## src/verilog/bpsr_pkg.sv

```systemverilog
// Purpose: shared constants for the primary error status register
// Assumes: 16-bit configuration word at a byte offset, one core clock
// Notes:   flag index order is fixed by bpsr_flag_pos, low index first
package bpsr_pkg;

	// configuration access geometry
	localparam int          BPSR_ADDR_W        = 8;
	localparam int          BPSR_DATA_W        = 16;
	localparam int          BPSR_BE_W          = 2;
	localparam int          BPSR_LANE_W        = 8;
	localparam logic [7:0]  BPSR_STATUS_OFFSET = 8'h06;

	// reset value; bit 4 (capability list present) is the only one set
	localparam logic [15:0] BPSR_STATUS_RESET  = 16'h0010;
	// fixed image of the read-only bits: capability list present, rest zero
	localparam logic [15:0] BPSR_STATUS_CONST  = 16'h0010;
	// mask of bits that must always read as zero (10:9, 7:5, 3:0)
	localparam logic [15:0] BPSR_ZERO_MASK     = 16'h06ef;
	localparam int          BPSR_CAP_LIST_POS  = 4;

	// sticky event flags
	localparam int          BPSR_FLAG_COUNT    = 6;
	localparam int          FLG_DATA_POISON    = 0;
	localparam int          FLG_SIG_CA         = 1;
	localparam int          FLG_RX_CA          = 2;
	localparam int          FLG_RX_UR          = 3;
	localparam int          FLG_SIGNALLED_SYSTEM_ERROR_FLAG        = 4;
	localparam int          FLG_DET_POISON     = 5;

	// bit position of each flag inside the status word, by flag index
	localparam int          BPSR_FLAG_POS [BPSR_FLAG_COUNT] = '{8, 11, 12, 13, 14, 15};

	typedef logic [BPSR_DATA_W-1:0]     bpsr_word_t;
	typedef logic [BPSR_FLAG_COUNT-1:0] bpsr_flags_t;

endpackage

```

## src/verilog/bpsr_flag_if.sv

```systemverilog
// Purpose: carries set, clear and state of the sticky flags
// Assumes: one clock domain shared by both ends
// Notes:   set and clear are single-cycle qualifiers, flags are levels
`timescale 1ns/100ps
interface bpsr_flag_if;
	import bpsr_pkg::*;

	bpsr_flags_t set;
	bpsr_flags_t clr;
	bpsr_flags_t flags;

	modport ctrl (output set, output clr, input flags);
	modport bank (input set, input clr, output flags);
endinterface

```

## src/verilog/bpsr_flag_bank.sv

```systemverilog
// Purpose: bank of sticky event flags, set by hardware, cleared by software
// Assumes: set and clr arrive already qualified, same clock
// Notes:   set beats clear so an event in the clearing cycle survives
`timescale 1ns/100ps
module bpsr_flag_bank
	import bpsr_pkg::*;
(
	// clock and reset
	input  wire logic clock,
	input  wire logic rst_b,
	// flag traffic
	bpsr_flag_if.bank fl
);

	genvar gi;
	generate
		for (gi = 0; gi < BPSR_FLAG_COUNT; gi++) begin : g_flag
			logic flag_q;
			logic flag_d;

			// next value: set wins over clear, writing zero holds
			always_comb begin
				flag_d = fl.set[gi] | (flag_q & ~fl.clr[gi]);
			end

			// register only
			always_ff @(posedge clock or negedge rst_b) begin
				if (!rst_b) begin
					flag_q <= 1'b0;
				end else begin
					flag_q <= flag_d;
				end
			end

			assign fl.flags[gi] = flag_q;

		end
	endgenerate
endmodule // bpsr_flag_bank

```

## src/verilog/bpsr_status_top.sv

```systemverilog
// Purpose: primary-side error status word of the bridge configuration header
// Assumes: event pulses and command enables come from core logic on clock
// Notes:   read data is registered, one cycle after the read strobe
//
// Behaviour
// - Poisoned TLP received sets bit 15, ungated
// - Sent fatal/nonfatal message with enable sets 14
// - Completion with unsupported request sets 13
// - Completion with completer abort sets 12
// - Returning completer abort completion sets 11
// - Bits 10:9 always read as 00b
// - Poisoned completion data sets 8 if parity enabled
// - Poisoning received write sets 8 if enabled
// - Bits 7 and 5 always read zero
// - Bit 4 always reads one
// - Bit 3 always reads zero
// - Bits 6 and 2:0 read zero
`timescale 1ns/100ps
module bpsr_status_top
	import bpsr_pkg::*;
(
	// clock and reset
	input  wire logic                   clock,
	input  wire logic                   rst_b,
	// configuration access from the upstream port
	input  wire logic                   cfg_rd_en,
	input  wire logic                   cfg_wr_en,
	input  wire logic [BPSR_ADDR_W-1:0] cfg_addr,
	input  wire logic [BPSR_DATA_W-1:0] cfg_wr_data,
	input  wire logic [BPSR_BE_W-1:0]   cfg_byte_en,
	output logic      [BPSR_DATA_W-1:0] cfg_rd_data_q,
	output logic                        cfg_rd_valid_q,
	// enables from the command register
	input  wire logic                   parity_response_enable,
	input  wire logic                   system_error_enable,
	// error events from the link core, one-cycle pulses
	input  wire logic                   poisoned_tlp_rx,
	input  wire logic                   err_msg_tx,
	input  wire logic                   cpl_ur_rx,
	input  wire logic                   cpl_ca_rx,
	input  wire logic                   cpl_ca_tx,
	input  wire logic                   cpl_poison_rx,
	input  wire logic                   write_poisoned,
	// live view of the status word
	output logic      [BPSR_DATA_W-1:0] status_word_q
);

	bpsr_flag_if flag_bus ();

	bpsr_word_t  image;
	bpsr_word_t  cfg_rd_data_d;
	logic        cfg_rd_valid_d;
	bpsr_word_t  status_word_d;
	logic        hit_status;
	bpsr_flags_t set_v;
	bpsr_flags_t clr_v;

	// the flag bank holds the only state that software can change
	bpsr_flag_bank u_flags (
		.clock (clock),
		.rst_b (rst_b),
		.fl    (flag_bus.bank)
	);

	// address decode; anything else reads zero and ignores writes
	always_comb begin
		if (cfg_addr == BPSR_STATUS_OFFSET) begin
			hit_status = 1'b1;
		end else begin
			hit_status = 1'b0;
		end
	end

	// hardware set events, each gated as its flag demands
	always_comb begin
		set_v                  = '0;
		set_v[FLG_DET_POISON]  = poisoned_tlp_rx;
		set_v[FLG_SIGNALLED_SYSTEM_ERROR_FLAG]     = err_msg_tx & system_error_enable;
		set_v[FLG_RX_UR]       = cpl_ur_rx;
		set_v[FLG_RX_CA]       = cpl_ca_rx;
		set_v[FLG_SIG_CA]      = cpl_ca_tx;
		set_v[FLG_DATA_POISON] = parity_response_enable
			& (cpl_poison_rx | write_poisoned);
	end

	// write-one-to-clear, honouring the byte lane that carries each flag
	always_comb begin
		clr_v = '0;
		for (int i = 0; i < BPSR_FLAG_COUNT; i++) begin
			clr_v[i] = cfg_wr_en & hit_status
				& cfg_wr_data[BPSR_FLAG_POS[i]]
				& cfg_byte_en[BPSR_FLAG_POS[i] / BPSR_LANE_W];
		end
	end

	assign flag_bus.set = set_v;
	assign flag_bus.clr = clr_v;

	// read image: fixed bits from the constant, flags dropped into place
	always_comb begin
		image = BPSR_STATUS_CONST;
		for (int i = 0; i < BPSR_FLAG_COUNT; i++) begin
			image[BPSR_FLAG_POS[i]] = flag_bus.flags[i];
		end
	end

	// read path next values; unmapped reads answer zero so nothing hangs
	always_comb begin
		cfg_rd_valid_d = cfg_rd_en;
		if (cfg_rd_en && hit_status) begin
			cfg_rd_data_d = image;
		end else if (cfg_rd_en) begin
			cfg_rd_data_d = '0;
		end else begin
			cfg_rd_data_d = cfg_rd_data_q;
		end
		status_word_d = image;
	end

	// register only; outputs leave straight from these flops
	always_ff @(posedge clock or negedge rst_b) begin
		if (!rst_b) begin
			cfg_rd_data_q  <= '0;
			cfg_rd_valid_q <= 1'b0;
			status_word_q  <= BPSR_STATUS_RESET;
		end else begin
			cfg_rd_data_q  <= cfg_rd_data_d;
			cfg_rd_valid_q <= cfg_rd_valid_d;
			status_word_q  <= status_word_d;
		end
	end

	logic det_poison_f;
	logic signalled_system_error_flag_f;
	logic rx_ur_f;
	logic rx_ca_f;
	logic sig_ca_f;
	logic data_poison_f;

	assign det_poison_f  = flag_bus.flags[FLG_DET_POISON];
	assign signalled_system_error_flag_f     = flag_bus.flags[FLG_SIGNALLED_SYSTEM_ERROR_FLAG];
	assign rx_ur_f       = flag_bus.flags[FLG_RX_UR];
	assign rx_ca_f       = flag_bus.flags[FLG_RX_CA];
	assign sig_ca_f      = flag_bus.flags[FLG_SIG_CA];
	assign data_poison_f = flag_bus.flags[FLG_DATA_POISON];

	// write-one requests rebuilt from the bus pins, so the checks do not lean on clr_v
	logic        wr_hit;
	bpsr_flags_t wr_one;

	assign wr_hit = cfg_wr_en && (cfg_addr == BPSR_STATUS_OFFSET);

	always_comb begin
		wr_one = '0;
		for (int i = 0; i < BPSR_FLAG_COUNT; i++) begin
			wr_one[i] = wr_hit && cfg_wr_data[BPSR_FLAG_POS[i]]
				&& cfg_byte_en[BPSR_FLAG_POS[i] / BPSR_LANE_W];
		end
	end
endmodule // bpsr_status_top

```

## config.mk

```make
export PLATFORM = sky130hd
export DESIGN_NAME = bpsr_status_top
export DESIGN_NICKNAME = d
export VERILOG_FILES = /design/src/verilog/bpsr_pkg.sv /design/src/verilog/bpsr_flag_if.sv /design/src/verilog/bpsr_flag_bank.sv /design/src/verilog/bpsr_status_top.sv
export SDC_FILE = /design/constraint.sdc
export NUM_CORES = 1
export LEC_CHECK = 0
export BUFFER_PORTS_ARGS = -buffer_cell sky130_fd_sc_hd__buf_2
export CORE_MARGIN = 4
export CORE_UTILIZATION = 40
export CTS_CLUSTER_DIAMETER = 150
export DETAILED_ROUTE_END_ITERATION = 6
export PLACE_DENSITY = 0.88
export SYNTH_ARGS = -nofsm -noshare
export SYNTH_HDL_FRONTEND = slang
export SYNTH_SLANG_ARGS = --single-unit
```

## constraint.sdc

```tcl
create_clock -name clock -period 1.94 [get_ports clock]
set_input_delay 0.194 -clock clock [delete_from_list [all_inputs] [get_ports clock]]
set_output_delay 0.194 -clock clock [all_outputs]
set_load 0.02 [all_outputs]
```

==> Word-level counts from Yosys, hierarchy flattened <==
Index checks and enable logic that the tools add are counted.
{ "classes": {"mux": 3, "reduce_logical": 2, "eq_ne": 1, "n_bitwise": 34} }
{ "op_table": {"columns": ["op", "count"], "rows": [
  ["two-way mux 16 bit", 2],
  ["AND 1 bit", 21],
  ["equality test 8 x 3 -> 1 bit (second input constant)", 1],
  ["OR 1 bit", 7],
  ["inverter 1 bit", 6],
  ["nonzero test 2 bit", 1],
  ["logical AND 1 bit", 1],
  ["two-way mux 1 bit", 1]
]} }
{ "totals": {"inputBits": 39, "wordCells": 49, "output_inout_bits": 33, "reg_bits": 29} }

==> Logic depth before layout (Yosys ltp) <==
Gate-level depths: netlist of the first run.
{ "depth": {"depth_word": 8, "mapped_depth": 4} }

==> Hierarchy <==
From an unflattened synthesis of the first run, not the netlist that was laid out.
{ "unflattened": {"cells_unflattened": 100, "hier_area_um2": 1072.3} }
{ "modules_own_cells": {"columns": ["module", "instances", "cells_each", "seq_area_each_um2", "area_per_inst_um2"], "rows": [
  ["bpsr_status_top", 1, 76, 350.3, 809.5],
  ["bpsr_flag_bank", 1, 24, 150.1, 262.8]
]} }

==> Worst setup path before layout of the first run <==
OpenSTA, ideal clock, no wires.
{ "synth_path": {"kind": "input -> register", "start": "input port cfg_addr[5]", "end": "register u_flags.g_flag[2].flag_q", "setup_ns": 0.126, "arrival_time_ns": 1.045, "setup_slack_ns": 0.769, "path_stages": 4, "path_cell_list": "nor4_4 > nand2_2 > buf_6 > o32a_1"} }
{ "synth_between": {"elab_chain_cells": 8} }
{ "synth_lines": {"columns": ["element", "line", "text"], "rows": [
  ["from (decl)", "bpsr_status_top.sv:28", "input wire logic [BPSR_ADDR_W-1:0] cfg_addr,"],
  ["equality test 8 x 3 -> 1 bit", null, null],
  ["two-way mux 1 bit", "bpsr_status_top.sv:67", "if (cfg_addr == BPSR_STATUS_OFFSET) begin"],
  ["AND 1 bit", "bpsr_status_top.sv:90", "clr_v[i] = cfg_wr_en & hit_status"],
  ["AND 1 bit", "bpsr_status_top.sv:91", "& cfg_wr_data[BPSR_FLAG_POS[i]]"],
  ["AND 1 bit", "bpsr_status_top.sv:92", "& cfg_byte_en[BPSR_FLAG_POS[i] / BPSR_LANE_W];"],
  ["inverter 1 bit", "bpsr_flag_bank.sv:23", "flag_d = fl.set[gi] | (flag_q & ~fl.clr[gi]);"],
  ["AND 1 bit", "bpsr_flag_bank.sv:23", null],
  ["OR 1 bit", "bpsr_flag_bank.sv:23", null],
  ["net u_flags.g_flag[2].flag_d", "bpsr_flag_bank.sv:19", "logic flag_d;"],
  ["to (signal assigned)", "bpsr_flag_bank.sv:31", "flag_q <= flag_d;"],
  ["to (decl)", "bpsr_flag_bank.sv:18", "logic flag_q;"]
]} }
The timed path passes the listed nets, and every way through them passes these cells.
A chain may end at the register's enable or synchronous reset.

==> Final worst setup path of the first run <==
Ends and elaborated chain as after synthesis.

==> results of run 1 <==
## layout by cell type, fill, tap and decap left out
master / count
buf_2: 41
dfrtp_1: 20
conb_1: 19
inv_1: 8
nand2_1: 7
o22ai_1: 6
nand2b_1: 3
o32a_1: 3
clkbuf_4: 3
o21ai_0: 2
nand3_1: 2
and4bb_2: 1
nor4_4: 1
nand2_2: 1
nand4b_1: 1
o22a_1: 1
nand4_1: 1
a2bb2oi_1: 1
and3_1: 1
a22o_1: 1
dlygate4sd3_1: 1
## synthesized netlist by cell type
library cell | n | area share [%]
a22o_1 | 1 | 0.96
a2bb2oi_1 | 1 | 0.96
and3_1 | 1 | 0.68
and4bb_2 | 1 | 1.4
buf_4 | 19 | 16
buf_6 | 1 | 1.2
clkbuf_1 | 1 | 0.41
conb_1 | 2 | 0.82
dfrtp_1 | 20 | 55
inv_1 | 8 | 3.3
nand2_1 | 7 | 2.9
nand2_2 | 1 | 0.68
nand2b_1 | 3 | 2.0
nand3_1 | 2 | 1.1
nand4_1 | 1 | 0.68
nand4b_1 | 1 | 0.96
nor4_4 | 1 | 2.3
o21ai_0 | 2 | 1.1
o22a_1 | 1 | 0.96
o22ai_1 | 6 | 4.1
o32a_1 | 3 | 3.3
## per-stage QoR
| step | power [mW] | cells |
|---|---|---|
| 3_5_place_dp | 0.521 | 148 |
| 2_1_floorplan | 0.506 | 100 |
| 4_1_cts | 0.700 | 152 |
| 3_3_place_gp | 0.518 | 148 |
| 5_1_grt | 0.721 | 152 |
| 6_report | 0.694 | 152 |
## worst min path at each step
stage,cells past startpoint,endpoint,slack [ns]
finish,2,u_flags.g_flag[4].flag_q$_DFF_PN0_,0.13
global route,2,u_flags.g_flag[4].flag_q$_DFF_PN0_,0.13
CTS,2,u_flags.g_flag[4].flag_q$_DFF_PN0_,0.12
detailed placement,1,cfg_rd_data_q[12]$_DFFE_PN0P_,0.15
global placement,1,cfg_rd_data_q[12]$_DFFE_PN0P_,0.14
floorplan,0,cfg_rd_data_q[11]$_DFFE_PN0P_,-0.10
## kinds of logic (layout without fill, tap and decap cells)
| kind of cell | count (synthesis) | in the layout | synth area share (%) |
|---|---|---|---|
| and+or+nand+nor | 18 | 18 | 12.7 |
| DFF | 20 | 20 | 54.6 |
| other | 2 | 19 | 0.820 |
| AOI/OAI and AO/OA | 14 | 14 | 11.3 |
| buffers and inverters | 29 | 53 | 20.5 |
## timing repair
action,in CTS,in global routing
buffers inserted,0,0
setup endpoints to repair,0,0
hold endpoints to repair,20,0
hold buffers,1,0
## registers in the layout, indices dropped and copies added, names as in the netlist
register	cells
u_flags.g_flag.flag_q	6
status_word_q	6
cfg_rd_valid_q	1
cfg_rd_data_q	7
## power by group through the flow
| stage | registers (mW) | clock network [mW] | logic [mW] |
|---|---|---|---|
| floorplan | 0.430 | 0 | 0.0765 |
| global placement | 0.427 | 0 | 0.0912 |
| detailed placement | 0.427 | 0 | 0.0933 |
| CTS | 0.419 | 0.187 | 0.0949 |
| global route | 0.419 | 0.198 | 0.103 |
| finish | 0.419 | 0.180 | 0.0946 |
## layer usage
layer	up-vias	track usage (%)	part of all wire (%)
met5	-	0	0
met4	0	5.08	0.57
met3	2	3.94	12
met2	37	20.1	50
met1	324	12.3	37
li1	326	-	-
## critical path: cells and delay by family
kind / cells / cell delay [ns]
AND/OR/NAND/NOR: 2 / 0.53
buffers and inverters: 1 / 0.11
AO/OA/AOI/OAI: 1 / 0.39
## area by class of cell
type | count | area [um^2]
Sequential cell | 20 | 500
Clock buffer | 3 | 22.5
Timing Repair Buffer | 42 | 215
Tap cell | 28 | 35.0
Inverter | 8 | 30.0
Fill cell | 205 | 1100
Multi-Input combinational cell | 51 | 292
==> run_results.csv, run 1 <==
group,metric,value,unit
die,rows,17,
placement,dp_hpwl,1510,um
power,power_switching,0.174,mW
power,combPwrFrac,13.6,%
logic_synthesis,syn_area_per_cell,11.0,um^2
global_routing,grt.total_usage,11.4,%
logic_synthesis,yosys_register_bits,20,
critical_path,path_class,"in2reg",
power,peakVddDrop,0.314,mV
critical_path,slowest_delay,0.39,ns
power,switching_share,25.1,%
global_routing,grt_pass1_vias,675,
critical_path,crit_path_max_fanout,11,
final_layout,final_area,0.00109,mm^2
clocking,cts-root-buf,"clkbuf_4",
final_layout,finalNetCount,165,
placement,io_buffers,41,
detailed_routing,wl,1760,um
critical_path,required,2.11,ns
timing,period_share,53.9,%
logic_synthesis,synth_cell_type_count,21,
power,p_int,0.520,mW
clocking,cts_num_sinks,20,
timing,finalClockSkew,0.000481,ns
flow_run,drv_cap,0,
global_routing,grt_pass1_wl,2850,um
die,coreArea,0.00219,mm^2
placement,place_ws,0.569,ns
die,initial_core_util,41.8,%
critical_path,arrival,1.22,ns
power,clkPwrFrac,26.0,%
clocking,cts_buffers,3,
clocking,cts.repair.resized,0,
die,io_pins,72,
detailed_routing,dr.first_iter.drc_count,11,
critical_path,slowest_stage,"o32a_1",
worst_hold_path,hold_path.class,"in2reg",
critical_path,end_kind,"flop",
power,cellLeakagePower,0.541,nW
power,p_per_area,634,mW/mm^2
power,sequentialPowerShare,60.4,%
placement,place.gp.congestion,0.745,
final_layout,drive_gt1_share,37.9,%
timing,final_hold_viol_count,0,
critical_path,path_cells,"buf_2 > nor4_4 > nand2_2 > o32a_1",
timing,fin_tns_setup,0,ns
clocking,clock_latency,0.28,ns
final_layout,syn_to_final_growth,19.5,%
detailed_routing,ant_nets,0,
logic_synthesis,synth_seq_area_share,54.6,%
global_routing,grt_start_max_net_pins,21,
critical_path,critical_path.endpoint,"u_flags.g_flag[2].flag_q$_DFF_PN0_",
die,die_w,55.9,um
global_routing,grt-ovfl-total,0,
critical_path,timing.rr.end,"u_flags.g_flag[1].flag_q$_DFF_PN0_",
logic_synthesis,yosysWarnings,0,
timing,final_max_slew_viol_count,0,
global_routing,antenna_found_initial,0,
logic_synthesis,netlist_area,916,um^2
detailed_routing,first_pass_iters,4,
detailed_routing,drc,0,
timing,period_minus_slack,1.05,ns
clocking,htreeDepth,1,
critical_path,startpoint_type,"primary input",
detailed_routing,vias_per_cell,4.53,
critical_path,reg2reg_depth,1,
clocking,cts_tree,"yes",
timing,rsz0062_at_grt,"false",
clocking,clockBufferDepth,2,
logic_synthesis,synth_cells,83,
timing,hold_slack,0.130,ns
run_status,status,"finished, final reports clean",
critical_path,r2r_slack,1.21,ns
timing,fmax,956,MHz
timing,setup_viol,0,
final_layout,antenna_cells,0,
die,dieArea,0.00312,mm^2
die,die_h,55.9,um
placement,place_area,0.00106,mm^2
timing,setup_ws,0.894,ns
detailed_routing,wl_per_cell,11.6,um
final_layout,final_util,50.0,%
worst_hold_path,hp-start,"system_error_enable",
detailed_routing,via_count,689,
critical_path,critPathLaunch,"cfg_addr[5]",
clocking,clk_pin_slew_worst_paths,0.10,ns
critical_path,r2r-start,"u_flags.g_flag[1].flag_q$_DFF_PN0_",
Power figures use the tool's default switching activity.
==> inputs of run 2 (changes only) <==
--- a/config.mk
+++ b/config.mk
@@ -7,10 +7,10 @@
 export LEC_CHECK = 0
 export BUFFER_PORTS_ARGS = -buffer_cell sky130_fd_sc_hd__buf_2
 export CORE_MARGIN = 4
-export CORE_UTILIZATION = 40
+export CORE_UTILIZATION = 38
 export CTS_CLUSTER_DIAMETER = 150
 export DETAILED_ROUTE_END_ITERATION = 6
-export PLACE_DENSITY = 0.88
+export PLACE_DENSITY = 0.85
 export SYNTH_ARGS = -nofsm -noshare
 export SYNTH_HDL_FRONTEND = slang
 export SYNTH_SLANG_ARGS = --single-unit
==> constraint.sdc (replaced) <==
create_clock -name clock -period 1 [get_ports clock]
set_input_delay 0.1 -clock clock [delete_from_list [all_inputs] [get_ports clock]]
set_output_delay 0.1 -clock clock [all_outputs]
set_load 0.02 [all_outputs]
==> run 2 against run 1 <==
Compared with the run above:
- final cell count up 3.3%
- sequential power up 94%
- utilization up 0.53 points
- clock skew up 0.0052 ns
- combinational power up 98%
- first-iteration DRC count up 45%
- register-to-register slack worse by 0.92 ns
- critical path depth down 3
- wire length up 5.3%
- via count up 2.6%
- die area up 4.5%
- highest routed layer unchanged
==> run_results.csv, run 2 (same netlist as run 1, synthesis figures left out) <==
group,metric,value,unit
run_status,status,"finished, final reports clean",
final_layout,fill_cells,225,
clocking,clk_pin_slew_worst_paths,0.11,ns
timing,hold_slack,0.0204,ns
placement,place.gp.congestion,0.832,
final_layout,layout_common_cells,"buf_2 (41), dfrtp_1 (20), conb_1 (19)",
final_layout,multi_input_area,292,um^2
worst_hold_path,hold_path.class,"in2reg",
power,combPwrFrac,12.8,%
final_layout,top_regs,"cfg_rd_data_q (7), status_word_q (6), u_flags.g_flag.flag_q (6)",
detailed_routing,drc,0,
critical_path,crit_buf_inv,1,
final_layout,drive_gt1_share,40.3,%
final_layout,antenna_cells,0,
power,p_int,1.09,mW
clocking,clock_latency,0.30,ns
clocking,cts.repair.resized,0,
timing,period_minus_slack,0.955,ns
detailed_routing,top_layer,"met4",
power,sequentialPowerShare,55.7,%
final_layout,seq_area,500,um^2
critical_path,startpoint_type,"flop",
detailed_routing,wl_met3,211,um
critical_path,arrival,0.86,ns
timing,rsz0062_at_grt,"false",
final_layout,finalNetCount,169,
die,coreArea,0.00225,mm^2
placement,io_buffers,41,
global_routing,grt_start_max_net_pins,21,
clocking,clockBufferDepth,2,
die,die_h,57.1,um
detailed_routing,ant_nets,0,
timing,final_hold_viol_count,0,
power,total_power,1.46,mW
detailed_routing,wl_met1,642,um
clocking,cts_buffers,3,
placement,dp_hpwl,1570,um
clocking,cts_tree,"yes",
die,die_w,57.1,um
critical_path,required,0.90,ns
timing,final_max_slew_viol_count,0,
critical_path,path_class,"reg2out",
critical_path,timing.rr.end,"u_flags.g_flag[1].flag_q$_DFF_PN0_",
critical_path,reg2reg_depth,1,
global_routing,antenna_found_initial,0,
power,cellLeakagePower,0.567,nW
timing,setup_viol,0,
worst_hold_path,min_to,"u_flags.g_flag[4].flag_q$_DFF_PN0_",
timing,finalClockSkew,0.00571,ns
timing,setup_ws,0.0448,ns
die,initial_core_util,40.6,%
detailed_routing,wl_met2,989,um
global_routing,grt-ovfl-total,0,
die,rows,17,
critical_path,crit_path_max_fanout,2,
critical_path,end_kind,"output port",
global_routing,grt_pass1_vias,675,
power,clkPwrFrac,31.5,%
critical_path,path_cells,"buf_2",
power,peakVddDrop,0.607,mV
final_layout,syn_to_final_growth,24.3,%
detailed_routing,first_pass_iters,4,
clocking,htreeDepth,1,
detailed_routing,vias_per_cell,4.50,
die,dieArea,0.00326,mm^2
timing,period_share,95.5,%
clocking,cts_num_sinks,20,
power,power_switching,0.366,mW
power,switching_share,25.1,%
critical_path,slowest_stage,"dfrtp_1",
global_routing,grt.total_usage,11.3,%
final_layout,largest_reg_flops,7,
critical_path,r2r-start,"u_flags.g_flag[1].flag_q$_DFF_PN0_",
power,p_per_area,1280,mW/mm^2
global_routing,grt_pass1_wl,2920,um
clocking,cts-root-buf,"clkbuf_4",
detailed_routing,wl_per_cell,11.8,um
final_layout,layout_commonest_cell,"buf_2",
critical_path,slowest_delay,0.40,ns
critical_path,crit_family,"flip-flops",
critical_path,r2r_slack,0.29,ns
detailed_routing,wl,1860,um
worst_hold_path,hold_path_depth,2,
placement,place_ws,-0.105,ns
detailed_routing,dr.first_iter.drc_count,16,
flow_run,drv_cap,0,
die,io_pins,72,
detailed_routing,via_count,707,
worst_hold_path,hp-start,"system_error_enable",
timing,fmax,1050,MHz
final_layout,regMostFlops,"cfg_rd_data_q",
==> run 2: power groups by stage <==
stage	clock [mW]	combinational [mW]	sequential (mW)
3_3_place_gp	0	0.180	0.829
6_report	0.459	0.187	0.813
5_1_grt	0.490	0.208	0.814
3_5_place_dp	0	0.184	0.829
4_1_cts	0.461	0.187	0.813
2_1_floorplan	0	0.148	0.834
==> run 2: area by class of cell <==
| cell class | count | area share [%] |
|---|---|---|
| clock buffers | 4 | 3.19 |
| inverters | 8 | 2.64 |
| multi-input cells | 51 | 25.6 |
| flip-flops and latches | 20 | 44.0 |
| well taps | 28 | 3.08 |
| repair buffers | 46 | 21.5 |
==> run 2: timing repair <==
item,CTS,global route
hold endpoints to repair,20,0
hold buffers,1,0
setup buffers,0,0
==> run 2: metrics by stage <==
stage,util (%),TNS [ns],area (um^2),cells
after floorplan,-,-0.0332,980,100
after global placement,48.4,-0.341,1090,152
after detailed placement,48.4,-0.510,1090,152
after CTS,50.5,0,1140,157
after global routing,50.5,0,1140,157
final,50.5,0,1140,157
==> run 2: layer usage <==
| metal | GRT usage [%] | vias up |
|---|---|---|
| met2 | 19.2 | 37 |
| met4 | 3.97 | 0 |
| met3 | 2.49 | 2 |
| li1 | - | 333 |
| met1 | 14.0 | 335 |
| met5 | 0 | - |
==> run 2: how the worst max path moves through the flow <==
stage | end | from | cells after the start
after CTS | cfg_rd_data_q[4] | cfg_rd_data_q[4]$_DFFE_PN0P_ | 1
after floorplan | u_flags.g_flag[2].flag_q$_DFF_PN0_ | cfg_addr[6] | 4
after detailed placement | u_flags.g_flag[5].flag_q$_DFF_PN0_ | cfg_addr[6] | 4
after global routing | cfg_rd_data_q[4] | cfg_rd_data_q[4]$_DFFE_PN0P_ | 1
after global placement | u_flags.g_flag[5].flag_q$_DFF_PN0_ | cfg_addr[6] | 4
final | cfg_rd_data_q[4] | cfg_rd_data_q[4]$_DFFE_PN0P_ | 1
==> inputs of run 3 (changes only) <==
--- a/config.mk
+++ b/config.mk
@@ -5,12 +5,14 @@
 export SDC_FILE = /design/constraint.sdc
 export NUM_CORES = 1
 export LEC_CHECK = 0
+export ABC_AREA = 1
 export BUFFER_PORTS_ARGS = -buffer_cell sky130_fd_sc_hd__buf_2
+export CAP_MARGIN = 20
 export CORE_MARGIN = 4
-export CORE_UTILIZATION = 38
+export CORE_UTILIZATION = 39
 export CTS_CLUSTER_DIAMETER = 150
 export DETAILED_ROUTE_END_ITERATION = 6
-export PLACE_DENSITY = 0.85
+export PLACE_DENSITY = 0.86
 export SYNTH_ARGS = -nofsm -noshare
 export SYNTH_HDL_FRONTEND = slang
 export SYNTH_SLANG_ARGS = --single-unit
==> run 3 against run 2 <==
Compared with the run above:
- clock skew is 0.0043 ns lower
- final area up 4.3%
- clock power fell by 4%
- wire length is 1.6% lower
- non-clock buffer count increased by 1
- critical path depth is the same
- final cell count up 17%
- synthesized area rose by 2.2%
- combinational power about the same
- worst hold slack worse by 0.014 ns
==> run_results.csv, run 3 <==
group,metric,value,unit
die,io_pins,72,
critical_path,required,0.90,ns
critical_path,timing.rr.end,"cfg_rd_data_q[13]$_DFFE_PN0P_",
detailed_routing,wl_per_cell,9.93,um
worst_hold_path,hp-start,"system_error_enable",
critical_path,r2r_slack,0.34,ns
detailed_routing,dr.first_iter.drc_count,13,
logic_synthesis,synth_mux_area_share,0,%
logic_synthesis,synth_compound_area_share,0.535,%
die,dieArea,0.00325,mm^2
global_routing,grt_start_max_net_pins,21,
logic_synthesis,synthAdderAreaFrac,0,%
global_routing,grt_pass1_wl,2890,um
die,die_h,57.0,um
logic_synthesis,syn_area_per_cell,8.59,um^2
critical_path,path_cells,"buf_2",
critical_path,startpoint_type,"flop",
die,rows,17,
logic_synthesis,synth_seq_area_share,53.5,%
critical_path,crit_family,"flip-flops",
detailed_routing,first_pass_iters,4,
timing,period_minus_slack,0.947,ns
power,peakVddDrop,0.594,mV
timing,hold_slack,0.00671,ns
detailed_routing,via_count,776,
placement,io_buffers,41,
clocking,cts.repair.resized,0,
logic_synthesis,synth_edf_count,0,
timing,fin_tns_setup,0,ns
detailed_routing,vias_per_cell,4.22,
logic_synthesis,yosysWarnings,0,
critical_path,end_kind,"output port",
logic_synthesis,synth_top_area_share,53.5,%
global_routing,grt-ovfl-total,0,
final_layout,top_regs,"cfg_rd_data_q (7), status_word_q (6), u_flags.g_flag.flag_q (6)",
final_layout,regMostFlops,"cfg_rd_data_q",
timing,finalClockSkew,0.00142,ns
critical_path,arrival,0.85,ns
placement,place.gp.congestion,0.726,
clocking,clockBufferDepth,2,
detailed_routing,wl,1830,um
timing,period_share,94.7,%
critical_path,crit_path_max_fanout,2,
logic_synthesis,synth-simple-area-share,23.4,%
worst_hold_path,min_to,"u_flags.g_flag[4].flag_q$_DFF_PN0_",
timing,rsz0062_at_grt,"false",
critical_path,slowest_delay,0.40,ns
final_layout,antenna_cells,0,
timing,setup_viol,0,
global_routing,grt_pass1_vias,689,
final_layout,largest_reg_flops,7,
final_layout,drive_gt1_share,30.8,%
worst_hold_path,hold_path_depth,3,
die,initial_core_util,41.5,%
logic_synthesis,netlist_area,936,um^2
critical_path,crit_buf_inv,1,
clocking,cts_num_sinks,20,
timing,fmax,1060,MHz
placement,place_ws,0.0377,ns
logic_synthesis,yosys-top-cells-count,"nand2_1 (37), dfrtp_1 (20), buf_4 (19)",
logic_synthesis,synthTopCellsByArea,"dfrtp_1 (53%), buf_4 (15%), nand2_1 (15%), nand3_1 (6.4%), inv_1 (4.8%)",
final_layout,layout_commonest_cell,"buf_2",
global_routing,grt.total_usage,11.4,%
placement,dp_hpwl,1520,um
logic_synthesis,yosys_register_bits,20,
clocking,cts-root-buf,"clkbuf_4",
detailed_routing,drc,0,
critical_path,r2r-start,"u_flags.g_flag[3].flag_q$_DFF_PN0_",
logic_synthesis,async_flop_share,100,%
logic_synthesis,synth_cells,109,
critical_path,reg2reg_depth,2,
logic_synthesis,synth_top_area_cell,"dfrtp_1",
timing,final_max_slew_viol_count,0,
flow_run,drv_cap,0,
worst_hold_path,hold_path.class,"in2reg",
logic_synthesis,ys.flop_type,"dfrtp_1",
power,cellLeakagePower,0.703,nW
critical_path,path_class,"reg2out",
clocking,post_cts_buffers,0,
logic_synthesis,synth_xor_area_share,0,%
die,die_w,57.0,um
final_layout,layout_common_cells,"buf_2 (41), nand2_1 (37), dfrtp_1 (20)",
logic_synthesis,synth_top_family_by_area,"simple AND/OR/NAND/NOR gates",
clocking,htreeDepth,1,
final_layout,finalNetCount,196,
clocking,clock_latency,0.29,ns
clocking,cts_tree,"yes",
final_layout,syn_to_final_growth,26.9,%
clocking,cts_buffers,3,
placement,dp_cells,175,
critical_path,slowest_stage,"dfrtp_1",
power,total_power,1.44,mW
final_layout,layout.cells.non_filler,184,
timing,final_hold_viol_count,0,
timing,setup_ws,0.0529,ns
run_status,status,"finished, final reports clean",
detailed_routing,ant_nets,0,
logic_synthesis,synth_cell_type_count,11,
global_routing,antenna_found_initial,0,
die,coreArea,0.00225,mm^2
clocking,clk_pin_slew_worst_paths,0.10,ns
power,p_per_area,1220,mW/mm^2
logic_synthesis,synth_most_common_cell,"nand2_1",
-- run 3: cell types whose count changed after synthesis, sizes merged, moves of 3 or more --
| cell | previous run | this run |
|---|---|---|
| inv | 8 | 12 |
| nand2 | 8 | 37 |
| nand2b | 3 | 0 |
| nand3 | 2 | 12 |
| nor2 | 0 | 4 |
| o22ai | 6 | 0 |
| o32a | 3 | 0 |
-- run 3: cell type report --
type                            count  area [um^2]
Fill cell                         235         1070
Inverter                           12         45.0
Clock buffer                        4         36.3
Multi-Input combinational cell     73          295
Timing Repair Buffer               47          275
Tap cell                           28         35.0
Sequential cell                    20          500
-- run 3: worst max-delay path by stage --
stage | slack, ns | to | cells after the start | from
4_1_cts | 0.04 | cfg_rd_data_q[4] | 1 | cfg_rd_data_q[4]$_DFFE_PN0P_
3_3_place_gp | 0.05 | u_flags.g_flag[4].flag_q$_DFF_PN0_ | 8 | cfg_addr[5]
5_1_grt | 0.009 | cfg_rd_data_q[8] | 1 | cfg_rd_data_q[8]$_DFFE_PN0P_
6_report | 0.05 | cfg_rd_data_q[8] | 1 | cfg_rd_data_q[8]$_DFFE_PN0P_
2_1_floorplan | 0.19 | u_flags.g_flag[1].flag_q$_DFF_PN0_ | 7 | cfg_addr[5]
3_5_place_dp | 0.04 | u_flags.g_flag[4].flag_q$_DFF_PN0_ | 8 | cfg_addr[3]
-- run 3: cells by family after synthesis --
family / Yosys count
AOI/OAI and AO/OA: 1
DFF: 20
other: 2
buffers and inverters: 33
and+or+nand+nor: 53
-- run 3: through the flow --
| step | cell area, um^2 | util, % |
|---|---|---|
| final | 1190 | 52.7 |
| after global routing | 1190 | 52.7 |
| after CTS | 1190 | 52.7 |
| after detailed placement | 1100 | 48.8 |
| after global placement | 1100 | 48.8 |
| after floorplan | 1000 | - |
-- run 3: power breakdown --
group	total (mW)	leakage (nW)	switching [mW]	internal, mW
Clock	0.442	0.0210	0.220	0.222
Combinational	0.188	0.468	0.125	0.0627
Sequential	0.813	0.214	0.00120	0.812
Total	1.44	0.703	0.346	1.10
-- run 3: what timing repair did --
item                                   4_1_cts  5_1_grt
endpoints found under the hold margin       24        0
hold buffers                                 5        0
setup endpoints to repair                    0        0
-- run 3: metal layers --
metal | global-route usage, % | vias up | wire length [um] | share of wire (%)
li1 | - | 382 | - | -
met1 | 13.8 | 349 | 679 | 37
met2 | 19.1 | 45 | 907 | 50
met3 | 3.17 | 0 | 240 | 13
met4 | 4.97 | 0 | 0 | 0
met5 | 0 | - | 0 | 0
